$ cat src/rtl/monitor_pkg.sv
package monitor_pkg;

  // ==========
  // Register map of the monitor group
  // ==========
  localparam logic [15:0] STATUS_WORD_ADDR = 16'h2520;
  localparam logic [15:0] FAULT_CODE_ADDR = 16'h2521;
  localparam logic [15:0] TERMINAL_IO_ADDR = 16'h2522;
  localparam logic [15:0] FREQ_SETPOINT_ADDR = 16'h2523;
  localparam logic [15:0] OUT_FREQ_ADDR = 16'h2524;
  localparam logic [15:0] OUT_VOLTAGE_ADDR = 16'h2525;
  localparam logic [15:0] DC_BUS_ADDR = 16'h2526;
  localparam logic [15:0] OUT_CURRENT_ADDR = 16'h2527;
  localparam logic [15:0] OUT_POWER_ADDR = 16'h2529;
  localparam logic [15:0] LOOP_FEEDBACK_ADDR = 16'h252A;
  localparam logic [15:0] LOOP_INPUT_ADDR = 16'h252B;
  localparam logic [15:0] ANALOG_VOLT_ADDR = 16'h252C;
  localparam logic [15:0] ANALOG_CURR_ADDR = 16'h252D;
  localparam logic [15:0] PRODUCT_ID_ADDR = 16'h252F;
  localparam logic [15:0] HEATSINK_TEMP_ADDR = 16'h2531;
  localparam logic [15:0] RATED_RATIO_ADDR = 16'h2532;
  localparam logic [15:0] GROUP_FIRST_ADDR = 16'h2520;
  localparam logic [15:0] GROUP_LAST_ADDR = 16'h2532;

  // ==========
  // Field positions
  // ==========
  localparam int RUN_BIT = 0;
  localparam int REVERSE_BIT = 1;
  localparam int READY_BIT = 2;
  localparam int ABNORMAL_BIT = 3;
  localparam int SETTING_ERR_BIT = 4;
  localparam int TERMINAL_LSB = 0;
  localparam int RELAY_LSB = 6;

  // ==========
  // Fault codes (numeric value of the decimal code)
  // ==========
  localparam logic [7:0] FAULT_NONE = 8'h00;
  localparam logic [7:0] FAULT_EXT_ABNORMAL = 8'h0E;
  localparam logic [7:0] FAULT_LINK_FAILURE = 8'h21;
  localparam logic [7:0] FAULT_LAST_CODE = 8'h30;

  // ==========
  // Protocol constants
  // ==========
  localparam logic [7:0] FUNC_READ = 8'h03;
  localparam logic [7:0] FUNC_WRITE_ONE = 8'h06;
  localparam logic [7:0] FUNC_LOOP = 8'h08;
  localparam logic [7:0] FUNC_WRITE_MANY = 8'h10;
  localparam logic [7:0] EXC_FLAG = 8'h80;
  localparam logic [7:0] EXC_BAD_FUNC = 8'h51;
  localparam logic [7:0] EXC_BAD_ADDR = 8'h52;
  localparam logic [7:0] EXC_BAD_AMOUNT = 8'h53;
  localparam logic [7:0] EXC_NONE = 8'h00;
  localparam logic [7:0] BROADCAST_ADDR = 8'h00;
  localparam logic [15:0] RTU_QTY_LIMIT = 16'h0025;
  localparam logic [15:0] ASCII_QTY_LIMIT = 16'h0011;
  localparam logic [15:0] CRC_PRESET = 16'hFFFF;
  localparam logic [15:0] CRC_POLY = 16'hA001;
  localparam logic [7:0] CHAR_COLON = 8'h3A;
  localparam logic [7:0] CHAR_CR = 8'h0D;
  localparam logic [7:0] CHAR_LF = 8'h0A;
  localparam logic [3:0] REQ_LAST_INDEX = 4'h5;
  localparam logic [7:0] HEADER_LAST_INDEX = 8'h02;

  // Response generator states
  typedef enum logic [2:0] {
    G_IDLE = 3'b000,
    G_COLON = 3'b001,
    G_BODY = 3'b010,
    G_CHECK = 3'b011,
    G_CR = 3'b100,
    G_LF = 3'b101
  } gen_state_e;

endpackage : monitor_pkg

$ cat src/rtl/drive_monitor_register_read.sv
`timescale 1ns/1ns
// What this block does
// RQ1: Read-only status word with run, direction, ready, fault.
// RQ2: Fault code register; zero means no fault.
// RQ3: Basic fault codes 01 to 16.
// RQ4: Overcurrent, voltage and stop codes 18 to 28.
// RQ5: Keypad, parameter, link and copy codes 29-42.
// RQ6: Motor overtemperature and current limit; reserved codes.
// RQ7: Link failure reports external abnormal when commanded.
// RQ8: Frequency and voltage readbacks in documented units.
// RQ9: Bus voltage and output current readbacks.
// RQ10: Output power in tenths of kilowatt.
// RQ11: Loop feedback and input in tenth percent.
// RQ12: Analog inputs, thousand counts full scale.
// RQ13: Fixed product identification word.
// RQ14: Heat-sink temperature, ten counts per degree.
// RQ15: Drive to motor rated current ratio.
// RQ16: Function 03 returns consecutive registers from start.
// RQ17: Quantity limit 37 RTU, 17 ASCII.
// RQ18: Reads must stay within one register group.
// RQ19: Master requests at least one register.
// RQ20: RTU request layout: station, function, start, quantity.
// RQ21: Terminal inputs and relay outputs in 2522.
// RQ22: Normal reply echoes header, byte count, data.
// RQ23: Error reply sets function bit 7, exception code.
// RQ24: RTU check is CRC-16, low byte first.
// RQ25: ASCII frame colon, hex digits, LRC, CR LF.
module drive_monitor_register_read
  import monitor_pkg::*;
#(
  parameter logic [15:0] PRODUCT_ID = 16'h0A5A // Arbitrary value
)
(
  // Clock and reset
  input wire logic sys_clk,
  input wire logic reset,
  // Verified request bytes from the frame layer
  input wire logic rx_valid,
  input wire logic [7:0] rx_data,
  input wire logic rx_last,
  output logic rx_ready,
  // Response characters to the frame layer
  output logic tx_valid,
  output logic [7:0] tx_data,
  output logic tx_last,
  input wire logic tx_ready,
  // Link configuration
  input wire logic ascii_mode,
  input wire logic [7:0] station_addr,
  input wire logic external_abnormal_cmd,
  // Drive state
  input wire logic run_state,
  input wire logic reverse_state,
  input wire logic drive_ready,
  input wire logic data_setting_error,
  input wire logic [7:0] drive_fault_code,
  input wire logic link_failure_fault,
  input wire logic [3:0] terminal_input,
  input wire logic [1:0] relay_output,
  // Scaled measurements
  input wire logic [15:0] freq_setpoint,
  input wire logic [15:0] out_freq,
  input wire logic [15:0] out_voltage,
  input wire logic [15:0] dc_bus,
  input wire logic [15:0] out_current,
  input wire logic [15:0] out_power,
  input wire logic [15:0] loop_feedback,
  input wire logic [15:0] loop_input,
  input wire logic [15:0] analog_volt,
  input wire logic [15:0] analog_curr,
  input wire logic [15:0] heatsink_temp,
  input wire logic [15:0] rated_ratio,
  // Code shown on the display
  output logic [7:0] display_fault_code
);

  // ==========
  // Declarations
  logic [15:0] status_ff, nxt_status, fault_ff, nxt_fault;
  logic [15:0] terminal_ff, nxt_terminal, crc_ff, crc_next;
  logic [15:0] start_addr, quantity, qty_limit, reg_addr, reg_data;
  logic [7:0] req_ff [0:5];
  logic [3:0] rx_cnt_ff, nibble;
  gen_state_e g_state_ff, nxt_g_state;
  logic [7:0] idx_ff, last_idx_ff, exc_ff, lrc_sum_ff, tx_data_ff;
  logic [7:0] reported_code, exc_code, word_offset, body_byte, lrc_byte;
  logic [7:0] ascii_src, hex_char, nxt_char;
  logic [16:0] end_addr;
  logic frame_done_ff, len_ok_ff, nib_ff, chk_ff, tx_valid_ff, tx_last_ff;
  logic rx_take, drive_code_reserved, addr_hit, is_read, is_known;
  logic respond, load, byte_done, nxt_last;

  // ==========
  // Monitor register contents
  // Reserved drive codes and codes from 48 up read as no fault
  assign drive_code_reserved = (drive_fault_code >= FAULT_LAST_CODE) ||
    (drive_fault_code inside {8'h05, 8'h11, 8'h16, 8'h24, 8'h25, 8'h2B,
    8'h2F}); // see RQ6
  // Link failure maps to external abnormal when commanded
  assign reported_code = link_failure_fault ?
    (external_abnormal_cmd ? FAULT_EXT_ABNORMAL : FAULT_LINK_FAILURE) :
    (drive_code_reserved ? FAULT_NONE : drive_fault_code); // see RQ7
  // Status, fault and terminal words
  always_comb
  begin
    nxt_status = 16'h0000;
    nxt_status[RUN_BIT] = run_state; // see RQ1
    nxt_status[REVERSE_BIT] = reverse_state;
    nxt_status[READY_BIT] = drive_ready;
    nxt_status[ABNORMAL_BIT] = (reported_code != FAULT_NONE);
    nxt_status[SETTING_ERR_BIT] = data_setting_error;
    nxt_fault = {8'h00, reported_code}; // see RQ2, RQ3, RQ4, RQ5, RQ6
    nxt_terminal = 16'h0000;
    nxt_terminal[TERMINAL_LSB +: 4] = terminal_input; // see RQ21
    nxt_terminal[RELAY_LSB +: 2] = relay_output;
  end

  // Snapshot of the drive state
  always_ff @(posedge sys_clk)
  begin
    if (reset)
    begin
      status_ff <= 16'h0000;
      fault_ff <= 16'h0000;
      terminal_ff <= 16'h0000;
    end
    else
    begin
      status_ff <= nxt_status;
      fault_ff <= nxt_fault;
      terminal_ff <= nxt_terminal;
    end
  end

  assign display_fault_code = fault_ff[7:0]; // see RQ7

  // ==========
  // Request capture
  // No new byte while a reply is pending or until its last character is loaded into the output register
  assign rx_ready = (g_state_ff == G_IDLE) && !frame_done_ff;
  assign rx_take = rx_valid && rx_ready;

  // One holding byte per request byte, six in frame order
  generate
    for (genvar b = 0; b < 6; b++)
    begin : g_req
      always_ff @(posedge sys_clk)
      begin
        if (reset)
          req_ff[b] <= 8'h00;
        else if (rx_take && (rx_cnt_ff == 4'(b)))
          req_ff[b] <= rx_data; // see RQ20
      end
    end
  endgenerate

  // Byte counter and end-of-frame pulse
  always_ff @(posedge sys_clk)
  begin
    if (reset)
    begin
      rx_cnt_ff <= 4'h0;
      frame_done_ff <= 1'b0;
      len_ok_ff <= 1'b0;
    end
    else
    begin
      frame_done_ff <= rx_take && rx_last;
      if (rx_take && rx_last)
      begin
        rx_cnt_ff <= 4'h0;
        len_ok_ff <= (rx_cnt_ff == REQ_LAST_INDEX);
      end
      else if (rx_take && (rx_cnt_ff != 4'hF))
        rx_cnt_ff <= rx_cnt_ff + 4'h1;
    end
  end

  // ==========
  // Request checks
  assign start_addr = {req_ff[2], req_ff[3]};
  assign quantity = {req_ff[4], req_ff[5]};
  assign end_addr = {1'b0, start_addr} + {1'b0, quantity} - 17'h00001;
  assign qty_limit = ascii_mode ? ASCII_QTY_LIMIT : RTU_QTY_LIMIT;
  assign addr_hit = (req_ff[0] == station_addr) &&
    (req_ff[0] != BROADCAST_ADDR);
  assign is_read = (req_ff[1] == FUNC_READ);
  assign is_known = is_read || (req_ff[1] == FUNC_WRITE_ONE) ||
    (req_ff[1] == FUNC_LOOP) || (req_ff[1] == FUNC_WRITE_MANY);
  // Exception priority: function, start, amount, group span
  assign exc_code = !is_read ? EXC_BAD_FUNC : // see RQ23
    ((start_addr < GROUP_FIRST_ADDR) || (start_addr > GROUP_LAST_ADDR)) ?
      EXC_BAD_ADDR :
    ((quantity == 16'h0000) || (quantity > qty_limit)) ?
      EXC_BAD_AMOUNT : // see RQ17, RQ19
    (end_addr > {1'b0, GROUP_LAST_ADDR}) ? EXC_BAD_ADDR : // see RQ18
    EXC_NONE;
  // Functions 06, 08 and 10 belong to other banks and are left alone; unknown ones get an exception
  assign respond = frame_done_ff && addr_hit &&
    ((is_read && len_ok_ff) || !is_known);

  // ==========
  // Response byte selection
  assign word_offset = (idx_ff - 8'h03) >> 1;
  assign reg_addr = start_addr + {8'h00, word_offset}; // see RQ16

  monitor_reg_select u_select (
    .reg_addr(reg_addr),
    .status_word(status_ff),
    .fault_word(fault_ff),
    .terminal_word(terminal_ff),
    .freq_setpoint(freq_setpoint), // see RQ8
    .out_freq(out_freq),
    .out_voltage(out_voltage),
    .dc_bus(dc_bus), // see RQ9
    .out_current(out_current),
    .out_power(out_power), // see RQ10
    .loop_feedback(loop_feedback), // see RQ11
    .loop_input(loop_input),
    .analog_volt(analog_volt), // see RQ12
    .analog_curr(analog_curr),
    .product_id(PRODUCT_ID), // see RQ13
    .heatsink_temp(heatsink_temp), // see RQ14
    .rated_ratio(rated_ratio), // see RQ15
    .reg_data(reg_data)
  );

  // Header echo, then count or exception, then data high first
  assign body_byte = (idx_ff == 8'h00) ? req_ff[0] :
    (idx_ff == 8'h01) ?
      ((exc_ff != EXC_NONE) ? (req_ff[1] | EXC_FLAG) : req_ff[1]) :
    (idx_ff == 8'h02) ?
      ((exc_ff != EXC_NONE) ? exc_ff : (req_ff[5] << 1)) : // see RQ22
    (idx_ff[0] ? reg_data[15:8] : reg_data[7:0]);

  // ==========
  // Frame checks
  crc16_byte_step u_crc (
    .crc_in(crc_ff),
    .data_in(body_byte),
    .crc_out(crc_next)
  );

  assign lrc_byte = 8'h00 - lrc_sum_ff; // see RQ25
  assign ascii_src = (g_state_ff == G_CHECK) ? lrc_byte : body_byte;
  assign nibble = nib_ff ? ascii_src[3:0] : ascii_src[7:4];
  assign hex_char = (nibble < 4'hA) ? (8'h30 + {4'h0, nibble}) :
    (8'h37 + {4'h0, nibble});

  // ==========
  // Response generator
  assign load = (g_state_ff != G_IDLE) && (!tx_valid_ff || tx_ready);
  assign byte_done = !ascii_mode || nib_ff;

  // Next character and next state
  always_comb
  begin
    nxt_g_state = g_state_ff;
    nxt_char = 8'h00;
    nxt_last = 1'b0;
    case (g_state_ff)
      G_IDLE:
        if (respond)
          nxt_g_state = ascii_mode ? G_COLON : G_BODY;
      G_COLON:
      begin
        nxt_char = CHAR_COLON; // see RQ25
        nxt_g_state = G_BODY;
      end
      G_BODY:
      begin
        nxt_char = ascii_mode ? hex_char : body_byte;
        if (byte_done && (idx_ff == last_idx_ff))
          nxt_g_state = G_CHECK;
      end
      G_CHECK:
      begin
        if (ascii_mode)
        begin
          nxt_char = hex_char;
          if (nib_ff)
            nxt_g_state = G_CR;
        end
        else
        begin
          nxt_char = chk_ff ? crc_ff[15:8] : crc_ff[7:0]; // see RQ24
          nxt_last = chk_ff;
          if (chk_ff)
            nxt_g_state = G_IDLE;
        end
      end
      G_CR:
      begin
        nxt_char = CHAR_CR;
        nxt_g_state = G_LF;
      end
      G_LF:
      begin
        nxt_char = CHAR_LF;
        nxt_last = 1'b1;
        nxt_g_state = G_IDLE;
      end
      default: nxt_g_state = G_IDLE;
    endcase
  end

  // State, indices and running checks
  always_ff @(posedge sys_clk)
  begin
    if (reset)
    begin
      g_state_ff <= G_IDLE;
      idx_ff <= 8'h00;
      last_idx_ff <= 8'h00;
      exc_ff <= EXC_NONE;
      nib_ff <= 1'b0;
      chk_ff <= 1'b0;
      crc_ff <= CRC_PRESET;
      lrc_sum_ff <= 8'h00;
    end
    else if (g_state_ff == G_IDLE)
    begin
      g_state_ff <= nxt_g_state;
      idx_ff <= 8'h00;
      nib_ff <= 1'b0;
      chk_ff <= 1'b0;
      crc_ff <= CRC_PRESET; // see RQ24
      lrc_sum_ff <= 8'h00;
      if (respond)
      begin
        exc_ff <= exc_code;
        last_idx_ff <= (exc_code != EXC_NONE) ? HEADER_LAST_INDEX :
          (HEADER_LAST_INDEX + (req_ff[5] << 1)); // see RQ22
      end
    end
    else if (load)
    begin
      g_state_ff <= nxt_g_state;
      if (g_state_ff == G_BODY)
      begin
        nib_ff <= ascii_mode && !nib_ff;
        if (byte_done)
        begin
          idx_ff <= idx_ff + 8'h01;
          crc_ff <= crc_next;
          lrc_sum_ff <= lrc_sum_ff + body_byte;
        end
      end
      else if (g_state_ff == G_CHECK)
      begin
        nib_ff <= !nib_ff;
        chk_ff <= !chk_ff;
      end
    end
  end

  // ==========
  // Output register toward the frame layer
  always_ff @(posedge sys_clk)
  begin
    if (reset)
    begin
      tx_valid_ff <= 1'b0;
      tx_data_ff <= 8'h00;
      tx_last_ff <= 1'b0;
    end
    else if (load)
    begin
      tx_valid_ff <= 1'b1;
      tx_data_ff <= nxt_char;
      tx_last_ff <= nxt_last;
    end
    else if (tx_ready)
    begin
      tx_valid_ff <= 1'b0;
      tx_last_ff <= 1'b0;
    end
  end

  assign tx_valid = tx_valid_ff;
  assign tx_data = tx_data_ff;
  assign tx_last = tx_last_ff;

endmodule : drive_monitor_register_read

$ cat src/rtl/crc16_byte_step.sv
`timescale 1ns/1ns
module crc16_byte_step
  import monitor_pkg::*;
(
  // Running value and next byte
  input wire logic [15:0] crc_in,
  input wire logic [7:0] data_in,
  // Value after the byte
  output logic [15:0] crc_out
);

  // ==========================================================
  // Eight reflected shifts with conditional polynomial
  // ==========================================================
  always_comb
  begin
    crc_out = crc_in ^ {8'h00, data_in};
    for (int i = 0; i < 8; i++)
    begin
      if (crc_out[0])
        crc_out = (crc_out >> 1) ^ CRC_POLY;
      else
        crc_out = crc_out >> 1;
    end
  end

endmodule : crc16_byte_step

$ cat src/rtl/monitor_reg_select.sv
`timescale 1ns/1ns
module monitor_reg_select
  import monitor_pkg::*;
(
  // Register address
  input wire logic [15:0] reg_addr,
  // Register contents
  input wire logic [15:0] status_word,
  input wire logic [15:0] fault_word,
  input wire logic [15:0] terminal_word,
  input wire logic [15:0] freq_setpoint,
  input wire logic [15:0] out_freq,
  input wire logic [15:0] out_voltage,
  input wire logic [15:0] dc_bus,
  input wire logic [15:0] out_current,
  input wire logic [15:0] out_power,
  input wire logic [15:0] loop_feedback,
  input wire logic [15:0] loop_input,
  input wire logic [15:0] analog_volt,
  input wire logic [15:0] analog_curr,
  input wire logic [15:0] product_id,
  input wire logic [15:0] heatsink_temp,
  input wire logic [15:0] rated_ratio,
  // Selected word
  output logic [15:0] reg_data
);

  // ==========================================================
  // Read decode; reserved slots read as zero
  // ==========================================================
  always_comb
  begin
    case (reg_addr)
      STATUS_WORD_ADDR: reg_data = status_word;
      FAULT_CODE_ADDR: reg_data = fault_word;
      TERMINAL_IO_ADDR: reg_data = terminal_word;
      FREQ_SETPOINT_ADDR: reg_data = freq_setpoint;
      OUT_FREQ_ADDR: reg_data = out_freq;
      OUT_VOLTAGE_ADDR: reg_data = out_voltage;
      DC_BUS_ADDR: reg_data = dc_bus;
      OUT_CURRENT_ADDR: reg_data = out_current;
      OUT_POWER_ADDR: reg_data = out_power;
      LOOP_FEEDBACK_ADDR: reg_data = loop_feedback;
      LOOP_INPUT_ADDR: reg_data = loop_input;
      ANALOG_VOLT_ADDR: reg_data = analog_volt;
      ANALOG_CURR_ADDR: reg_data = analog_curr;
      PRODUCT_ID_ADDR: reg_data = product_id;
      HEATSINK_TEMP_ADDR: reg_data = heatsink_temp;
      RATED_RATIO_ADDR: reg_data = rated_ratio;
      default: reg_data = 16'h0000;
    endcase
  end

endmodule : monitor_reg_select

$ cat config.mk
export PLATFORM = sky130hd
export DESIGN_NAME = drive_monitor_register_read
export DESIGN_NICKNAME = d
export VERILOG_FILES = /design/src/rtl/monitor_pkg.sv /design/src/rtl/drive_monitor_register_read.sv /design/src/rtl/crc16_byte_step.sv /design/src/rtl/monitor_reg_select.sv
export SDC_FILE = /design/constraint.sdc
export NUM_CORES = 1
export LEC_CHECK = 0
export BUFFER_PORTS_ARGS = -buffer_cell sky130_fd_sc_hd__buf_4
export CELL_PAD_IN_SITES_DETAIL_PLACEMENT = 2
export CELL_PAD_IN_SITES_GLOBAL_PLACEMENT = 2
export CORE_MARGIN = 1
export CORE_UTILIZATION = 32
export CTS_BUF_LIST = sky130_fd_sc_hd__clkbuf_16
export CTS_CLUSTER_DIAMETER = 200
export CTS_CLUSTER_SIZE = 12
export DETAILED_ROUTE_END_ITERATION = 8
export GPL_TIMING_DRIVEN = 0
export HOLD_SLACK_MARGIN = 0.03
export PLACE_DENSITY = 0.8
export SLEW_MARGIN = 0
export SYNTH_ARGS = -nofsm -noshare
export SYNTH_HDL_FRONTEND = slang
export SYNTH_SLANG_ARGS = --single-unit
export TNS_END_PERCENT = 100
$ cat constraint.sdc
create_clock -name sys_clk -period 6.6 [get_ports sys_clk]
set_clock_uncertainty 0.15 [all_clocks]
set_input_delay 0.99 -clock sys_clk [delete_from_list [all_inputs] [get_ports sys_clk]]
set_output_delay 0.99 -clock sys_clk [all_outputs]
set_load 0.05 [all_outputs]
==> flow_summary_export.csv <==
group,metric,value,unit
floorplan,coreArea,33900,um2
pwr,switching_share,37.7,%
grt,grt_antenna_before_repair,1,
cts,cts_hold_buffers,0,
floorplan,io_pins,253,
cts,cts_tree,"built",
floorplan,die-area,35500,um2
cts,cts-root-buf,"clkbuf_16",
pwr,vdd_ir_drop_max,122,uV
pwr,cellPowerDensity,195,nW/um2
placed_design,placed_cell_area,13600,um2
critical_path,arrival,6.65,ns
cts,cts_buffers,17,
final_layout,fin_nets,1930,
logic_synthesis,ys_top_cells_by_area,"dfxtp_1, edfxtp_1, ha_1",
logic_synthesis,synth_edf_count,48,
logic_synthesis,synth_area_per_cell,8.31,um2
routing,first_pass_iters,5,
critical_path,r2r_cells,27,
logic_synthesis,syn_inst,1337,
run,drv_cap,0,
sta,max_clock_freq,155,MHz
sta,setup_ws,0.158,ns
grt,grt_pass1_wl,80000,um
placed_design,dp_hpwl,42400,um
grt,gr-total-overflow,0,
floorplan,die_x,188,um
hold_path,holdCritStartpoint,"tx_data[6]",
logic_synthesis,synth_warnings,0,
sta,final_max_slew_viol_count,0,
critical_path,required,6.80,ns
hold_path,holdPathEnd,"tx_data[6]",
sta,min_period_over_period,97.6,%
cts,clock-sinks,130,
hold_path,hp-class,"flip-flop to flip-flop",
logic_synthesis,syn_area,11100,um2
placed_design,pre_cts_ws,-0.806,ns
sta,finalCriticalPeriod,6.44,ns
status,outcome,"completed",
routing,wl,54100,um
sta,worst_pin_slew,1.13,ns
placed_design,gp_congestion,0.942,
hold_path,worstHoldPathCells,2,
final_layout,syn_to_final_growth,30.9,%
placed_design,portBuffers,251,
logic_synthesis,post-synth-top-area-fraction,14.8,%
pwr,p_comb_share,33.4,%
critical_path,r2r_end,"lrc_sum_ff[7]",
grt,grt_usage,29.8,%
final_layout,drive_gt1_share,25.2,%
cts,htree_levels,4,
pwr,p_int,1.77,mW
floorplan,rows,67,
pwr,seq_power_share,32.7,%
routing,routedWlPerCell,25.9,um
routing,routed-via-count,12100,
grt,grt_pass1_vias,13100,
routing,drc,0,
cts,insertion_delay,0.44,ns
sta,tns,0,ns
logic_synthesis,ys_seq_elements,130,
sta,slew_headroom,23.7,%
logic_synthesis,netlist-cell-type-count,99,
critical_path,crit_path_end_kind,"flip-flop",
routing,via_per_inst,5.80,
logic_synthesis,synth_largest_area_cell,"dfxtp_1",
critical_path,rr_startpoint,"idx_ff[0]",
pwr,power.share.clock,33.9,%
critical_path,crit_fanout,10,
logic_synthesis,synth.most_common_cell,"nand2_1",
logic_synthesis,ys_seq_area_share,27.8,%
logic_synthesis,synthFlopType,"dfxtp_1",
pwr,p_leak,6.17,nW
critical_path,start_kind,"flip-flop",
cts,path_clk_slew,0.07,ns
sta,setup_violations,0,
logic_synthesis,async_flop_share,0,%
pwr,power.switching,1.07,mW
critical_path,ff2ff_setup_slack,0.16,ns
floorplan,start_util,32.8,%
final_layout,fin_area,14500,um2
sta,hold_slack,0.317,ns
floorplan,die_h,188,um
logic_synthesis,synth_common_cells,"nand2_1, inv_1, nor2_1, dfxtp_1, a21oi_1",
sta,hold_viol_final,0,
routing,antenna_left,0,
grt,grt_start_max_net_pins,17,
final_layout,postLayoutCoreUtil,42.9,%
cts,clockBufferDepth,2,
routing,drt_iter0_markers,820,
critical_path,critPathKind,"flip-flop to flip-flop",
[state kept, by name (all words and copies together), names as in the netlist]
signal / cells
req_ff: 48
g_state_ff: 3
frame_done_ff: 1
idx_ff: 8
fault_ff: 8
terminal_ff: 6
tx_data: 8
nib_ff: 1
tx_last: 1
len_ok_ff: 1
exc_ff: 3
rx_cnt_ff: 4
lrc_sum_ff: 8
tx_valid: 1
last_idx_ff: 7
crc_ff: 16
status_ff: 5
chk_ff: 1
[how the worst max path moves through the flow]
stage	startpoint	endpoint	cells after the start
after floorplan	idx_ff[0]	lrc_sum_ff[7]	26
after global placement	idx_ff[0]	lrc_sum_ff[7]	24
after detailed placement	idx_ff[0]	lrc_sum_ff[6]	27
after CTS	idx_ff[0]	tx_data[3]	18
after global routing	idx_ff[3]	lrc_sum_ff[7]	26
final	idx_ff[0]	lrc_sum_ff[7]	27
[layer usage]
layer  wire length, um  global-route usage (%)  share of wire, %
met5                 0                       0                 0
met4              2510                    14.3               4.6
met3              3080                    4.51               5.7
met2             26400                    51.9                49
met1             22100                    35.6                41
[critical path, stage by stage (launching register included)]
cell and delay [ns]:
dfxtp_1 0.44, buf_4 0.24, buf_4 0.26, a21oi_1 0.14, nor3b_2 0.20, xor2_1 0.17
ha_1 0.29, buf_2 0.22, nand2_1 0.12, o31ai_4 0.24, mux2i_1 0.33, nor4b_4 0.31
and3_1 0.25, buf_2 0.23, nand3_1 0.16, o21ai_0 0.29, nand3_2 0.23, inv_2 0.15
ha_1 0.24, a21o_1 0.19, a21o_1 0.20, a21o_1 0.18, a21oi_1 0.24, o21bai_1 0.10
a21oi_1 0.19, xnor2_1 0.10, or3_1 0.34, a21oi_1 0.14
[stage by stage]
step           std cells  power [mW]
5_1_grt             2092        2.95
4_1_cts             2081        2.82
3_3_place_gp        2037        1.81
3_5_place_dp        2037        1.84
6_report            2092        2.83
2_1_floorplan       1338        1.47
[placed cells by master (no fill, tap or decap), types with 7 or more instances in the layout]
cell type,netlist,routed
o21bai_1,9,9
a21o_1,17,17
a211oi_1,18,17
o31ai_1,9,8
and2_1,21,21
xnor2_1,50,48
buf_4,2,277
a22oi_1,29,29
edfxtp_1,48,48
nand2b_1,15,15
nand2_1,129,127
nand4_1,19,19
o21ai_0,44,44
a31oi_1,8,8
clkbuf_1,41,32
nor2_1,88,85
dfxtp_1,82,82
and3_1,44,44
a22o_1,16,16
mux2_2,20,20
a21oi_1,77,75
nor3_1,35,35
nor4_1,16,14
ha_1,63,62
a221oi_1,9,9
xor2_1,33,33
clkbuf_16,0,17
o22ai_1,7,7
nor2b_1,23,23
nand3_1,49,48
inv_1,97,96
buf_2,16,14
mux2i_1,26,26
o211ai_1,15,15
[power by group through the flow]
stage	Clock, mW	Combinational, mW	Sequential [mW]
4_1_cts	0.969	0.929	0.924
2_1_floorplan	0	0.528	0.945
5_1_grt	1.00	1.02	0.929
3_5_place_dp	0	0.903	0.942
6_report	0.961	0.948	0.926
3_3_place_gp	0	0.872	0.940
[final cells by class]
| cell class | count | area, um2 |
|---|---|---|
| diodes | 1 | 2.50 |
| plain buffers | 65 | 304 |
| clock buffers | 17 | 425 |
| clock inverters | 15 | 163 |
| fillers | 3839 | 19300 |
| inverters | 98 | 368 |
| multi-input cells | 1044 | 7550 |
| flip-flops and latches | 130 | 3080 |
| well taps | 448 | 561 |
| repair buffers | 274 | 2080 |
[timing repair]
item | in CTS | in global routing
endpoints found under the setup margin | 17 | 12
setup buffers | 12 | 11
gates resized for setup | 24 | 32
endpoints found under the hold margin | 0 | 0
gates cloned | 0 | 0
pin swaps | 5 | 6
[cells by family after synthesis]
logic type | after synthesis | share of synthesized area [%]
AND/OR/NAND/NOR | 483 | 22.4
AO/OA/AOI/OAI | 354 | 23.3
buffers and inverters | 164 | 5.86
flip-flops | 130 | 27.8
XOR/XNOR | 88 | 7.62
adder cells (fa/ha/maj) | 66 | 7.64
multiplexers | 51 | 5.38
other | 1 | 0.0338
Note: power is estimated with default switching activity, not from simulation.
